`src/verilog/thsp_pkg.sv`:
```
// Behaviour
// - config seven bit 0 selects pin function
// - select clear: activity indicator on pin
// - bc/rt/selective monitor: low during message
// - word monitor: low while monitor online
// - rt, select set: reset low two clocks
// - bc/monitor, select set: pin stays high
// - pulse mode: one low pulse about 500 ns
// - level mode: low until cleared
// - interrupt-reset write releases level interrupt
// - auto-clear: status read releases level interrupt
// - both status pending: both reads needed
// - clock of 20, 16, 12 or 10 MHz; the package timing assumes 25 MHz
// - inhibit input high shuts that transmitter
// - master clear is active low reset
// - tag clock counts only with bits 7-9 set
package thsp_pkg;
  // ****************************************
  // configuration fields
  // ****************************************
  localparam int unsigned THSP_CFG7_SEL_BIT = 0;
  localparam int unsigned THSP_CFG2_LEVEL_BIT = 3;
  localparam int unsigned THSP_CFG2_AUTOCLR_BIT = 4;
  localparam int unsigned THSP_CFG2_TAG_LO_BIT = 7;
  localparam int unsigned THSP_CFG2_TAG_HI_BIT = 9;
  localparam int unsigned THSP_SR_INTRST_BIT = 2;
  localparam logic [15:0] THSP_CFG2_RESET = 16'h0000;
  localparam logic [15:0] THSP_CFG7_RESET = 16'h0000;

  // ****************************************
  // host wishbone registers (byte addresses)
  // ****************************************
  localparam logic [3:0] THSP_ADR_CTRL = 4'h0;
  localparam logic [3:0] THSP_ADR_STAT = 4'h4;
  localparam logic [3:0] THSP_ADR_MASK = 4'h8;
  localparam logic [3:0] THSP_ADR_TAG = 4'hc;
  localparam int unsigned THSP_CTRL_INH_A_BIT = 0;
  localparam int unsigned THSP_CTRL_INH_B_BIT = 1;
  localparam int unsigned THSP_CTRL_CLEAR_BIT = 2;
  localparam int unsigned THSP_CTRL_TAGCLK_BIT = 3;
  localparam int unsigned THSP_EV_INT_BIT = 0;
  localparam int unsigned THSP_EV_MODE_CMD_RESET_N_BIT = 1;
  localparam logic [1:0] THSP_MASK_RESET = 2'h0;

  // ****************************************
  // timing
  // ****************************************
  localparam int unsigned THSP_CLK_HZ = 25000000;
  localparam int unsigned THSP_PULSE_NS = 500;
  localparam int unsigned THSP_PULSE_CYC =
    (THSP_PULSE_NS * (THSP_CLK_HZ / 1000000) + 999) / 1000;
  localparam int unsigned THSP_MODE_CMD_RESET_N_CYC = 2;

  typedef enum logic [1:0] {THSP_MODE_BC, THSP_MODE_RT, THSP_MODE_SMON, THSP_MODE_WMON} thsp_mode_t;
endpackage

```
`src/verilog/thsp_if.sv`:
```
`timescale 1ns/10ps
interface thsp_if;
  logic activity_pin_n;
  logic int_n;
  logic xmit_inhibit_a;
  logic xmit_inhibit_b;
  logic master_clear_n;
  logic tag_clk;
  modport dev (output activity_pin_n, output int_n, input xmit_inhibit_a, input xmit_inhibit_b,
               input master_clear_n, input tag_clk);
  modport host (input activity_pin_n, input int_n, output xmit_inhibit_a, output xmit_inhibit_b,
                output master_clear_n, output tag_clk);
endinterface

```
`src/verilog/thsp_dev.sv`:
```
// The placing of the registers and the Wishbone register port are this design's own decisions.
`timescale 1ns/10ps
module thsp_dev
  import thsp_pkg::*;
(
  input wire logic clk_i,
  thsp_if.dev pins,
  input wire logic [15:0] cfg2_i,
  input wire logic [15:0] cfg7_i,
  input wire thsp_mode_t mode_i,
  input wire logic msg_busy_i,
  input wire logic mon_online_i,
  input wire logic rt_reset_cmd_i,
  input wire logic int_event_i,
  input wire logic [1:0] int_pending_i,
  input wire logic [1:0] stat_read_i,
  input wire logic start_reset_wr_i,
  input wire logic [15:0] start_reset_data_i,
  output logic tx_enable_a_o,
  output logic tx_enable_b_o,
  output logic [15:0] time_tag_o
);
  logic rst;
  logic [1:0] clr_sync_q;
  logic [1:0] inh_a_q;
  logic [1:0] inh_b_q;
  logic [2:0] tag_q;
  logic [3:0] pulse_cnt_q;
  logic level_q;
  logic [1:0] need_q;
  logic [1:0] mode_cmd_reset_n_cnt_q;
  logic act_q;
  logic int_n_q;

  // ****************************************
  // master clear and pin synchronisers
  // ****************************************
  always_ff @(posedge clk_i)
  begin
    clr_sync_q <= {clr_sync_q[0], pins.master_clear_n};
    inh_a_q <= {inh_a_q[0], pins.xmit_inhibit_a};
    inh_b_q <= {inh_b_q[0], pins.xmit_inhibit_b};
    tag_q <= {tag_q[1:0], pins.tag_clk};
  end
  assign rst = ~clr_sync_q[1];
  assign tx_enable_a_o = ~inh_a_q[1];
  assign tx_enable_b_o = ~inh_b_q[1];

  // ****************************************
  // time tag
  // ****************************************
  always_ff @(posedge clk_i)
  begin
    if (rst)
      time_tag_o <= 16'h0000;
    else if (&cfg2_i[THSP_CFG2_TAG_HI_BIT:THSP_CFG2_TAG_LO_BIT] && tag_q[1] && !tag_q[2])
      time_tag_o <= time_tag_o + 16'h0001;
  end

  // ****************************************
  // interrupt
  // ****************************************
  // pulse width is a cycle count reckoned from the package clock rate; retune it for another clock
  always_ff @(posedge clk_i)
  begin
    if (rst)
    begin
      pulse_cnt_q <= 4'h0;
      level_q <= 1'b0;
      need_q <= 2'h0;
    end
    else
    begin
      if (int_event_i && !cfg2_i[THSP_CFG2_LEVEL_BIT])
        pulse_cnt_q <= 4'(THSP_PULSE_CYC);
      else if (pulse_cnt_q != 4'h0)
        pulse_cnt_q <= pulse_cnt_q - 4'h1;
      // a new event wins over a clear in the same cycle
      if (int_event_i && cfg2_i[THSP_CFG2_LEVEL_BIT])
      begin
        level_q <= 1'b1;
        need_q <= int_pending_i;
      end
      else if (start_reset_wr_i && start_reset_data_i[THSP_SR_INTRST_BIT])
        level_q <= 1'b0;
      else if (cfg2_i[THSP_CFG2_AUTOCLR_BIT] && level_q)
      begin
        need_q <= need_q & ~stat_read_i;
        if ((need_q & ~stat_read_i) == 2'h0)
          level_q <= 1'b0;
      end
    end
  end

  // ****************************************
  // shared activity / reset pin
  // ****************************************
  always_ff @(posedge clk_i)
  begin
    if (rst)
      mode_cmd_reset_n_cnt_q <= 2'h0;
    else if (rt_reset_cmd_i && mode_i == THSP_MODE_RT)
      mode_cmd_reset_n_cnt_q <= 2'(THSP_MODE_CMD_RESET_N_CYC);
    else if (mode_cmd_reset_n_cnt_q != 2'h0)
      mode_cmd_reset_n_cnt_q <= mode_cmd_reset_n_cnt_q - 2'h1;
  end

  always_ff @(posedge clk_i)
  begin
    if (rst)
    begin
      act_q <= 1'b1;
      int_n_q <= 1'b1;
    end
    else
    begin
      int_n_q <= ~(level_q || pulse_cnt_q != 4'h0);
      if (!cfg7_i[THSP_CFG7_SEL_BIT])
      begin
        case (mode_i)
          THSP_MODE_WMON: act_q <= ~mon_online_i;
          default: act_q <= ~msg_busy_i;
        endcase
      end
      else if (mode_i == THSP_MODE_RT)
        act_q <= ~((rt_reset_cmd_i) || mode_cmd_reset_n_cnt_q > 2'h1);
      else
        act_q <= 1'b1;
    end
  end
  assign pins.activity_pin_n = act_q;
  assign pins.int_n = int_n_q;
endmodule

```
`src/flat_wrapper.sv`:
```
// flat-port wrapper written by rule: the top's interface ports become plain ports
module thsp_dev_flat import thsp_pkg::*;
  (clk_i, cfg2_i, cfg7_i, mode_i, msg_busy_i, mon_online_i, rt_reset_cmd_i, int_event_i, int_pending_i, stat_read_i, start_reset_wr_i, start_reset_data_i, tx_enable_a_o, tx_enable_b_o, time_tag_o, pins_activity_pin_n, pins_int_n, pins_xmit_inhibit_a, pins_xmit_inhibit_b, pins_master_clear_n, pins_tag_clk);
  thsp_if pins_i ();
  input wire logic clk_i;
  input wire logic [15:0] cfg2_i;
  input wire logic [15:0] cfg7_i;
  input wire thsp_mode_t mode_i;
  input wire logic msg_busy_i;
  input wire logic mon_online_i;
  input wire logic rt_reset_cmd_i;
  input wire logic int_event_i;
  input wire logic [1:0] int_pending_i;
  input wire logic [1:0] stat_read_i;
  input wire logic start_reset_wr_i;
  input wire logic [15:0] start_reset_data_i;
  output logic tx_enable_a_o;
  output logic tx_enable_b_o;
  output logic [15:0] time_tag_o;
  output wire logic [$bits(pins_i.activity_pin_n)-1:0] pins_activity_pin_n;
  output wire logic [$bits(pins_i.int_n)-1:0] pins_int_n;
  input wire logic [$bits(pins_i.xmit_inhibit_a)-1:0] pins_xmit_inhibit_a;
  input wire logic [$bits(pins_i.xmit_inhibit_b)-1:0] pins_xmit_inhibit_b;
  input wire logic [$bits(pins_i.master_clear_n)-1:0] pins_master_clear_n;
  input wire logic [$bits(pins_i.tag_clk)-1:0] pins_tag_clk;
  assign pins_activity_pin_n = pins_i.activity_pin_n;
  assign pins_int_n = pins_i.int_n;
  assign pins_i.xmit_inhibit_a = pins_xmit_inhibit_a;
  assign pins_i.xmit_inhibit_b = pins_xmit_inhibit_b;
  assign pins_i.master_clear_n = pins_master_clear_n;
  assign pins_i.tag_clk = pins_tag_clk;
  thsp_dev u_core (.clk_i(clk_i), .pins(pins_i), .cfg2_i(cfg2_i), .cfg7_i(cfg7_i), .mode_i(mode_i), .msg_busy_i(msg_busy_i), .mon_online_i(mon_online_i), .rt_reset_cmd_i(rt_reset_cmd_i), .int_event_i(int_event_i), .int_pending_i(int_pending_i), .stat_read_i(stat_read_i), .start_reset_wr_i(start_reset_wr_i), .start_reset_data_i(start_reset_data_i), .tx_enable_a_o(tx_enable_a_o), .tx_enable_b_o(tx_enable_b_o), .time_tag_o(time_tag_o));
endmodule
```
`config.mk`:
```
export PLATFORM = sky130hd
export DESIGN_NAME = thsp_dev_flat
export DESIGN_NICKNAME = d
export VERILOG_FILES = /design/src/verilog/thsp_pkg.sv /design/src/verilog/thsp_if.sv /design/src/verilog/thsp_dev.sv /design/src/flat_wrapper.sv
export SDC_FILE = /design/constraint.sdc
export NUM_CORES = 1
export LEC_CHECK = 0
export BUFFER_PORTS_ARGS = -buffer_cell sky130_fd_sc_hd__buf_2
export CAP_MARGIN = 25
export CELL_PAD_IN_SITES_DETAIL_PLACEMENT = 0
export CELL_PAD_IN_SITES_GLOBAL_PLACEMENT = 1
export CORE_ASPECT_RATIO = 1.2
export CORE_MARGIN = 2
export CORE_UTILIZATION = 27
export CTS_BUF_LIST = sky130_fd_sc_hd__clkbuf_16
export DETAILED_ROUTE_END_ITERATION = 10
export PLACE_DENSITY_LB_ADDON = 0.1
export SYNTH_ARGS = -nofsm -noshare
export SYNTH_HDL_FRONTEND = slang
export SYNTH_SLANG_ARGS = --single-unit
```
`constraint.sdc`:
```
create_clock -name clk_i -period 1.6 [get_ports clk_i]
set_input_delay 0.24 -clock clk_i [delete_from_list [all_inputs] [get_ports clk_i]]
set_output_delay 0.24 -clock clk_i [all_outputs]
set_load 0.005 [all_outputs]
```
; ---- Yosys cells after proc, flatten, opt, wreduce, memory -nomap -nowiden
; Index checks and enable logic that the tools add are counted.
[totals]
register_bits = 36
input_bits = 64
elab_cells = 67
[op_classes]
n_addsub = 3
n_lt_le_gt_ge = 1
n_eq_ne = 3
n_mux = 14
bitwise = 9
reduce_logical = 24
[op_table]
columns = op, count
row1 = $add A16 B1 Y16 const B, 1
row2 = $mux W2, 5
row3 = $mux W4, 2
row4 = $reduce_bool A2 Y1, 4
row5 = $logic_and A1 B1 Y1, 7
row6 = $mux W1, 7
row7 = $not A1 Y1, 7
row8 = $reduce_bool A3 Y1, 2
row9 = $reduce_and A2 Y1, 2
row10 = $reduce_bool A4 Y1, 1
row11 = $reduce_or A2 Y1, 2
row12 = $sub A4 B1 Y4 const B, 1
row13 = $reduce_and A3 Y1, 1
row14 = $and A2 B2 Y2, 1
row15 = $eq A2 B1 Y1 const B, 1
row16 = $eq A2 B2 Y1 const B, 1
row17 = $gt A2 B1 Y1 const B, 1
row18 = $logic_not A1 Y1, 2
row19 = $logic_not A2 Y1, 1
row20 = $logic_or A1 B1 Y1, 2
row21 = $ne A2 B1 Y1 const B, 1
row22 = $not A2 Y2, 1
row23 = $sub A2 B1 Y2 const B, 1

; ---- Depth between registers and ports, before layout
; Gate-level depths: netlist (run 1).
[depth]
ltp_word = 7
depth_mapped = 5
ltp_nobuf = 5

; ---- Least setup slack after synthesis (run 1)
; No wires, ideal clock.
[synth_timing]
path_kind = register -> register
startpoint = register u_core.time_tag_o[0]
endpoint = register u_core.time_tag_o[13]
arrival_ns = 1.559
slack_ns = -0.029
path_stages_with_launch = 6
n_path_buf = 1
cell_sequence = dfxtp_1 -> nand3_1 -> or3_1 -> buf_6 -> or4_1 -> a21oi_1
[synth_between]
elab_chain_cells = 1
[synth_rtl]
columns = item, line
row1 = start: declaration, thsp_dev.sv:21  ; output logic [15:0] time_tag_o
row2 = start signal: assignment, thsp_dev.sv:57  ; time_tag_o <= time_tag_o + 16'h0001;
row3 = $add A16 B1 Y16, thsp_dev.sv:57
; Every way passes these cells.
; A chain may end at the register's enable or synchronous reset.

; ---- Final worst setup path (run 1)
[layout_timing]
startpoint = register u_core.time_tag_o[6]
endpoint = register u_core.time_tag_o[14]
; Same word-level chain as after synthesis.

==> out/qor.yml, run 1 <==
timing:
  setup_slack_ps: 57.49
  slew_violations: 0
  setup_viol: 0
  min_period_ps: 1543
  relSlewSlack: 0.7137
  hold_viol: 0
  worst_clock_skew_ps: 3.722
  max_freq_mhz: 648.3
  fin_crit_sh: 0.9641
  rsz0062_at_grt: "true"
  worstMarginPinSlew_ps: 428.9
logic_synthesis:
  synthAdderAreaFrac: 0.01726
  synth-compound-area-share: 0.1450
  synthArstFlopShare: 0
  yosysTopAreaCell: "dfxtp_1"
  seq_area_frac_synth: 0.4970
  yosysWarnings: 0
  yosys.area.top_type_share: 0.4970
  netlist_area_mm2: 0.001450
  syn_nets: 226
  synth_seq_cells: 36
  synthMuxAreaShare: 0
  syn_inst: 160
  ys_top_cells_by_area: "dfxtp_1, a21oi_1, nor2_1"
  yosysMostFrequentCell: "dfxtp_1"
  synthSimpleGateAreaFrac: 0.2442
  syn_area_per_cell_um2: 9.063
  synth-edff-count: 0
  synth_ff_type: "dfxtp_1"
  synth_cell_types: 36
  synthXorXnorAreaFrac: 0.05436
  synth_commonest_cells: "dfxtp_1, nor2_1, a21oi_1"
  synth_top_family_by_area: "simple AND/OR/NAND/NOR gates"
floorplanning:
  fp.dieW_um: 70.90
  die_h_um: 84.28
  ios: 84
  dieArea_mm2: 0.005975
  core_mm2: 0.005225
  initial_core_util: 0.2775
  row_count: 29
job:
  maxCapViolCount: 0
critical_path:
  worst_r2r_endpoint: "u_core.time_tag_o[14]"
  path_cells: "and4_4 -> nand4_1 -> buf_6 -> or4_4 -> a21oi_2"
  reg2reg_from: "u_core.time_tag_o[6]"
  worstPathRequired_ps: 1800
  ff2ff_path_depth: 5
  slowest_stage: "or4_4"
  startpoint_type: "flip-flop"
  critical_path_class: "reg2reg"
  reg2reg_slack_ps: 60
  crit_fanout: 5
  worstPathArrival_ps: 1750
  crit_buf_inv: 1
  cpPeakStageDelay_ps: 510
  cp-end-kind: "flip-flop"
  critical-path-top-delay-family: "simple AND/OR/NAND/NOR gates"
detailed_routing:
  route.met3.wl_um: 165
  antenna_left: 0
  wl_per_cell_um: 11.95
  wl_met1_um: 1395
  top_layer_used: "met4"
  drcViolationCount: 0
  avgViaCountPerCell: 4.813
  finalWirelength_um: 3443
  wl_met2_um: 1856
  drtIter0Drc: 52
  dr_total_vias: 1386
  first_pass_iters: 4
cts:
  cts_tree: "yes"
  root_buffer: "clkbuf_16"
  cts.sink_count: 36
  clk_latency_ps: 270
  cts_inserted_buffers: 5
  clock_path_buffers: 2
  htreeDepth: 2
  path_clk_slew_ps: 50
cells_and_area:
  post_layout_nonfiller_instances: 288
  final_area_mm2: 0.002115
  drive_above_1_share: 0.4336
  regArea_um2: 735.7
  area.growth.synth_to_final_pct: 45.82
  fillerInstances: 542
  num_antenna_cells: 0
  multi_input_area_um2: 749.5
  nNetsFinal: 292
min_path:
  whs_path_depth: 1
  min_to: "u_core.tag_q[0]"
  hp-class: "in2reg"
  hp-start: "pins_tag_clk"
placement:
  dpl.hpwl_um: 2579
  place_area_mm2: 0.001836
  dp_slack_ps: -131.5
  placed_cells: 274
  place.gp.congestion: 0.7507
  portBuffers: 42
global_routing:
  first_global_vias: 1360
  grt_usage: 0.1221
  grt_start_max_net_pins: 16
  antenna_found_initial: 0
  grt_pass1_wl_um: 5796
  gr-total-overflow: 0
power_and_ir_drop:
  power_leakage_nw: 0.8813
  power_density_mw_per_mm2: 1023
  vdd_drop_max_uv: 617.0
run_status:
  status: "complete, no violations"
==> cell families (layout without fill, tap and decap cells) <==
group / count (synthesis) / count (layout)
compound gates: 35 / 35
xor+xnor: 9 / 9
fa+ha+maj: 2 / 2
buf+inv: 13 / 79
flops: 36 / 36
simple gates: 65 / 65
==> where the power goes <==
part | switching, mW | internal, mW | total (mW)
sequential | 0.0413 | 0.959 | 1.00
clock | 0.333 | 0.556 | 0.889
combinational | 0.141 | 0.132 | 0.273
==> area by class of cell <==
class	count	area share
timing repair buffer	64	0.1840
clock inverter	2	0.003550
tap	62	0.03669
inverter	8	0.01420
sequential	36	0.3479
multi-input combinational	111	0.3544
clock buffer	5	0.05917
==> repair_timing <==
item	CTS	global route
buffers inserted	1	5
pin swaps	4	11
gates resized for setup	2	25
gates cloned	0	1
hold buffers	0	0
endpoints found under the setup margin	7	7
==> routing by layer <==
metal  up-vias  track usage
li1        697            -
met1       659       0.1265
met2        28       0.2226
met3         2      0.03962
met4         0      0.05146
met5         -            0
==> worst max-delay path by stage <==
stage	start	endpoint	slack (ps)	cells past startpoint
after floorplan	u_core.tag_q[2]	u_core.time_tag_o[13]	-2	5
after global placement	cfg2_i[9]	u_core.time_tag_o[13]	-50	5
after detailed placement	cfg2_i[9]	u_core.time_tag_o[13]	-130	5
after CTS	u_core.time_tag_o[1]	u_core.time_tag_o[12]	2	5
after global routing	u_core.time_tag_o[6]	u_core.time_tag_o[14]	-6	5
final	u_core.time_tag_o[6]	u_core.time_tag_o[14]	60	5
==> sequential cells by signal, indices dropped and copies added, names as in the netlist <==
register                       count
u_core.clr_sync_q                  2
u_core.inh_a_q                     2
u_core.inh_b_q                     2
u_core.level_q                     1
u_core.mode_cmd_reset_n_cnt_q      2
u_core.need_q                      2
u_core.pins.activity_pin_n         1
u_core.pins.int_n                  1
u_core.pulse_cnt_q                 4
u_core.tag_q                       3
u_core.time_tag_o                 16
==> stage by stage <==
step	setup TNS (ps)	util	power, mW	hold WS [ps]
floorplan	-1.711	-	1.195	267.7
finish	0	0.4047	2.162	66.20
global placement	-106.3	0.3513	1.278	314.3
global route	-6.493	0.4047	2.279	56.20
CTS	0	0.3796	2.198	57.73
detailed placement	-394.0	0.3513	1.293	314.7
==> placed cells by master (no fill, tap or decap), drive strengths merged <==
| master | count |
|---|---|
| dfxtp | 36 |
| nor2b | 1 |
| xor2 | 4 |
| nor4 | 2 |
| xnor2 | 5 |
| nor3 | 4 |
| and4 | 1 |
| a41oi | 1 |
| inv | 8 |
| and4b | 1 |
| and2 | 1 |
| or4 | 5 |
| o31ai | 5 |
| nand2 | 11 |
| o21ai | 6 |
| or3 | 4 |
| nor2 | 16 |
| clkinv | 2 |
| and3 | 3 |
| a311oi | 1 |
| buf | 64 |
| o211ai | 2 |
| nand3 | 8 |
| a21oi | 15 |
| nand4 | 3 |
| a31oi | 2 |
| a22oi | 1 |
| ha | 2 |
| clkbuf | 5 |
| a211oi | 2 |
| nand2b | 5 |
Power figures use the tool's default switching activity.
==> run 2: changes to the inputs <==
- CAP_MARGIN: 25 -> default
- clock period: 1.6 -> 1.9 ns (I/O delays scaled with it)
==> run 2 against run 1 <==
  * Register-to-register slack gained 70 ps
  * Maximum frequency shrank 13%
  * Sequential power shrank 16%
  * Sequential cell count is the same
  * Die area is the same
  * Utilization shrank 3.9 points
  * Cell count shrank 4.2%
  * Via count shrank 3.8%
  * Routed wire length shrank 6.4%
==> out/qor.yml, run 2 (synthesized netlist as in run 1, its figures left out) <==
critical_path:
  worst_r2r_endpoint: "u_core.time_tag_o[13]"
  cpPeakStageDelay_ps: 550  # +40 ps
  slowest_stage: "or4_1"
  critical_path_class: "reg2reg"
  startpoint_type: "flip-flop"
  crit_start: "u_core.time_tag_o[0]"
  reg2reg_from: "u_core.time_tag_o[0]"
  crit_fanout: 8  # +3
  worstPathRequired_ps: 2100  # +300 ps
  cp-end-kind: "flip-flop"
  ff2ff_path_depth: 4  # -1
  worstPathArrival_ps: 1980  # +230 ps
  path_cells: "nand3_1 -> or3_1 -> or4_1 -> a21oi_1"
  reg2reg_slack_ps: 130  # +70 ps
timing:
  max_freq_mhz: 564.7  # -13%
  min_period_ps: 1771  # +228.2 ps
  slew_violations: 0  # unchanged
  relSlewSlack: 0.7749  # +0.06112
  fin_crit_sh: 0.9320  # -0.03211
  worstMarginPinSlew_ps: 334.6  # -94.29 ps
  setup_viol: 0  # unchanged
  setup_slack_ps: 129.3  # +71.79 ps
  hold_viol: 0  # unchanged
  worst_clock_skew_ps: 3.018  # -0.7044 ps
  timing.hold.ws_ps: 110.3  # +44.09 ps
  rsz0062_at_grt: "false"
  fin_setup_tns_ps: 0  # unchanged
cts:
  clock_path_buffers: 2  # unchanged
  path_clk_slew_ps: 50  # about the same
  cts_tree: "yes"
  root_buffer: "clkbuf_16"
  cts.repair.resized: 0  # -2
  postCtsHoldBufs: 0  # unchanged
  cts_setup_buffers: 0  # -1
  clk_latency_ps: 270  # about the same
  cts_inserted_buffers: 5  # unchanged
  cts.sink_count: 36  # unchanged
  htreeDepth: 2  # unchanged
floorplanning:
  row_count: 29  # unchanged
  initial_core_util: 0.2775  # unchanged
  ios: 84  # unchanged
  dieArea_mm2: 0.005975  # unchanged
  core_mm2: 0.005225  # unchanged
  die_h_um: 84.28  # unchanged
  fp.dieW_um: 70.90  # unchanged
global_routing:
  grt_pass1_wl_um: 5264  # -9.2%
  gr-total-overflow: 0  # unchanged
  first_global_vias: 1207  # -11%
  grt_usage: 0.1106  # -0.01146
  antenna_found_initial: 0  # unchanged
  grt_start_max_net_pins: 16  # unchanged
cells_and_area:
  num_antenna_cells: 0  # unchanged
  utilization: 0.3657  # -0.03903
  largest_register_ffs: 16  # unchanged
  final_common_cell: "buf_2"
  drive_above_1_share: 0.2897  # -0.1439
  post_layout_nonfiller_instances: 276  # -4.2%
  mostFrequentLayoutCells: "buf_2, dfxtp_1, nor2_1, a21oi_1, nand2_1"
  nNetsFinal: 279  # -4.5%
  reg.largest.list: "u_core.time_tag_o (16), u_core.pulse_cnt_q (4), u_core.tag_q (3)"
  area.growth.synth_to_final_pct: 31.75
  fillerInstances: 558  # +3.0%
  top_register: "u_core.time_tag_o"
  final_area_mm2: 0.001911  # -9.6%
detailed_routing:
  first_pass_iters: 4  # unchanged
  avgViaCountPerCell: 4.830  # +0.36%
  finalWirelength_um: 3224  # -6.4%
  dr_total_vias: 1333  # -3.8%
  wl_per_cell_um: 11.68  # -2.3%
  antenna_left: 0  # unchanged
  drcViolationCount: 0  # unchanged
  drtIter0Drc: 51  # -1.9%
placement:
  place.gp.congestion: 0.8170  # +8.8%
  place_area_mm2: 0.001774  # -3.3%
  portBuffers: 42  # unchanged
  dpl.hpwl_um: 2432  # -5.7%
  dp_slack_ps: 142.6  # +274.1 ps
  placed_cells: 268  # -2.2%
job:
  maxCapViolCount: 0  # unchanged
run_status:
  status: "complete, no violations"
min_path:
  hp-start: "pins_master_clear_n"
  hp-class: "in2reg"
  whs_path_depth: 1  # unchanged
  min_to: "u_core.clr_sync_q[0]"
power_and_ir_drop:
  power_leakage_nw: 0.8111  # -8.0%
  total_power_mw: 1.803  # -17%
  vdd_drop_max_uv: 429.5  # -30%
  power_density_mw_per_mm2: 943.8  # -7.7%
-- run 2: cell types whose count changed in the layout (fill, tap and decap cells not counted), sizes merged --
cell / before / now
buf: 64 / 51
inv: 8 / 10
clkinv: 2 / 1
-- run 2: layout make-up --
cell class / instances / area [um2] / share of cell area
Clock buffer: 5 / 125.1 / 0.06549
Tap cell: 62 / 77.57 / 0.04060
Clock inverter: 3 / 11.26 / 0.005894
Sequential cell: 36 / 720.7 / 0.3772
Timing Repair Buffer: 51 / 277.8 / 0.1454
Inverter: 8 / 30.03 / 0.01572
Multi-Input combinational cell: 111 / 668.1 / 0.3497
-- run 2: metal layers --
layer	up-vias	part of all wire	GRT usage
met5	-	0	0
met1	618	0.41	0.1172
met4	0	0.016	0.05146
li1	675	-	-
met2	35	0.51	0.1971
met3	5	0.058	0.03481
-- run 2: critical path: cells and delay by family (launching register included) --
| kind | cells | cell delay (ps) |
|---|---|---|
| AO/OA/AOI/OAI | 1 | 150 |
| AND/OR/NAND/NOR | 3 | 1160 |
| flip-flops | 1 | 390 |
-- run 2: power by group --
part | switching (mW) | internal, mW | total (mW) | leakage [nW]
Clock | 0.273 | 0.470 | 0.743 | 0.0738
Sequential | 0.0332 | 0.810 | 0.843 | 0.296
Combinational | 0.113 | 0.104 | 0.217 | 0.442
Total | 0.419 | 1.38 | 1.80 | 0.811
-- run 2: how the worst max path moves through the flow --
stage,end,slack [ps],cells past startpoint
after detailed placement,u_core.time_tag_o[13],140,4
final,u_core.time_tag_o[13],130,4
after CTS,u_core.time_tag_o[13],130,4
after global placement,u_core.time_tag_o[13],180,4
after global routing,u_core.time_tag_o[15],7,4
after floorplan,u_core.time_tag_o[13],270,5
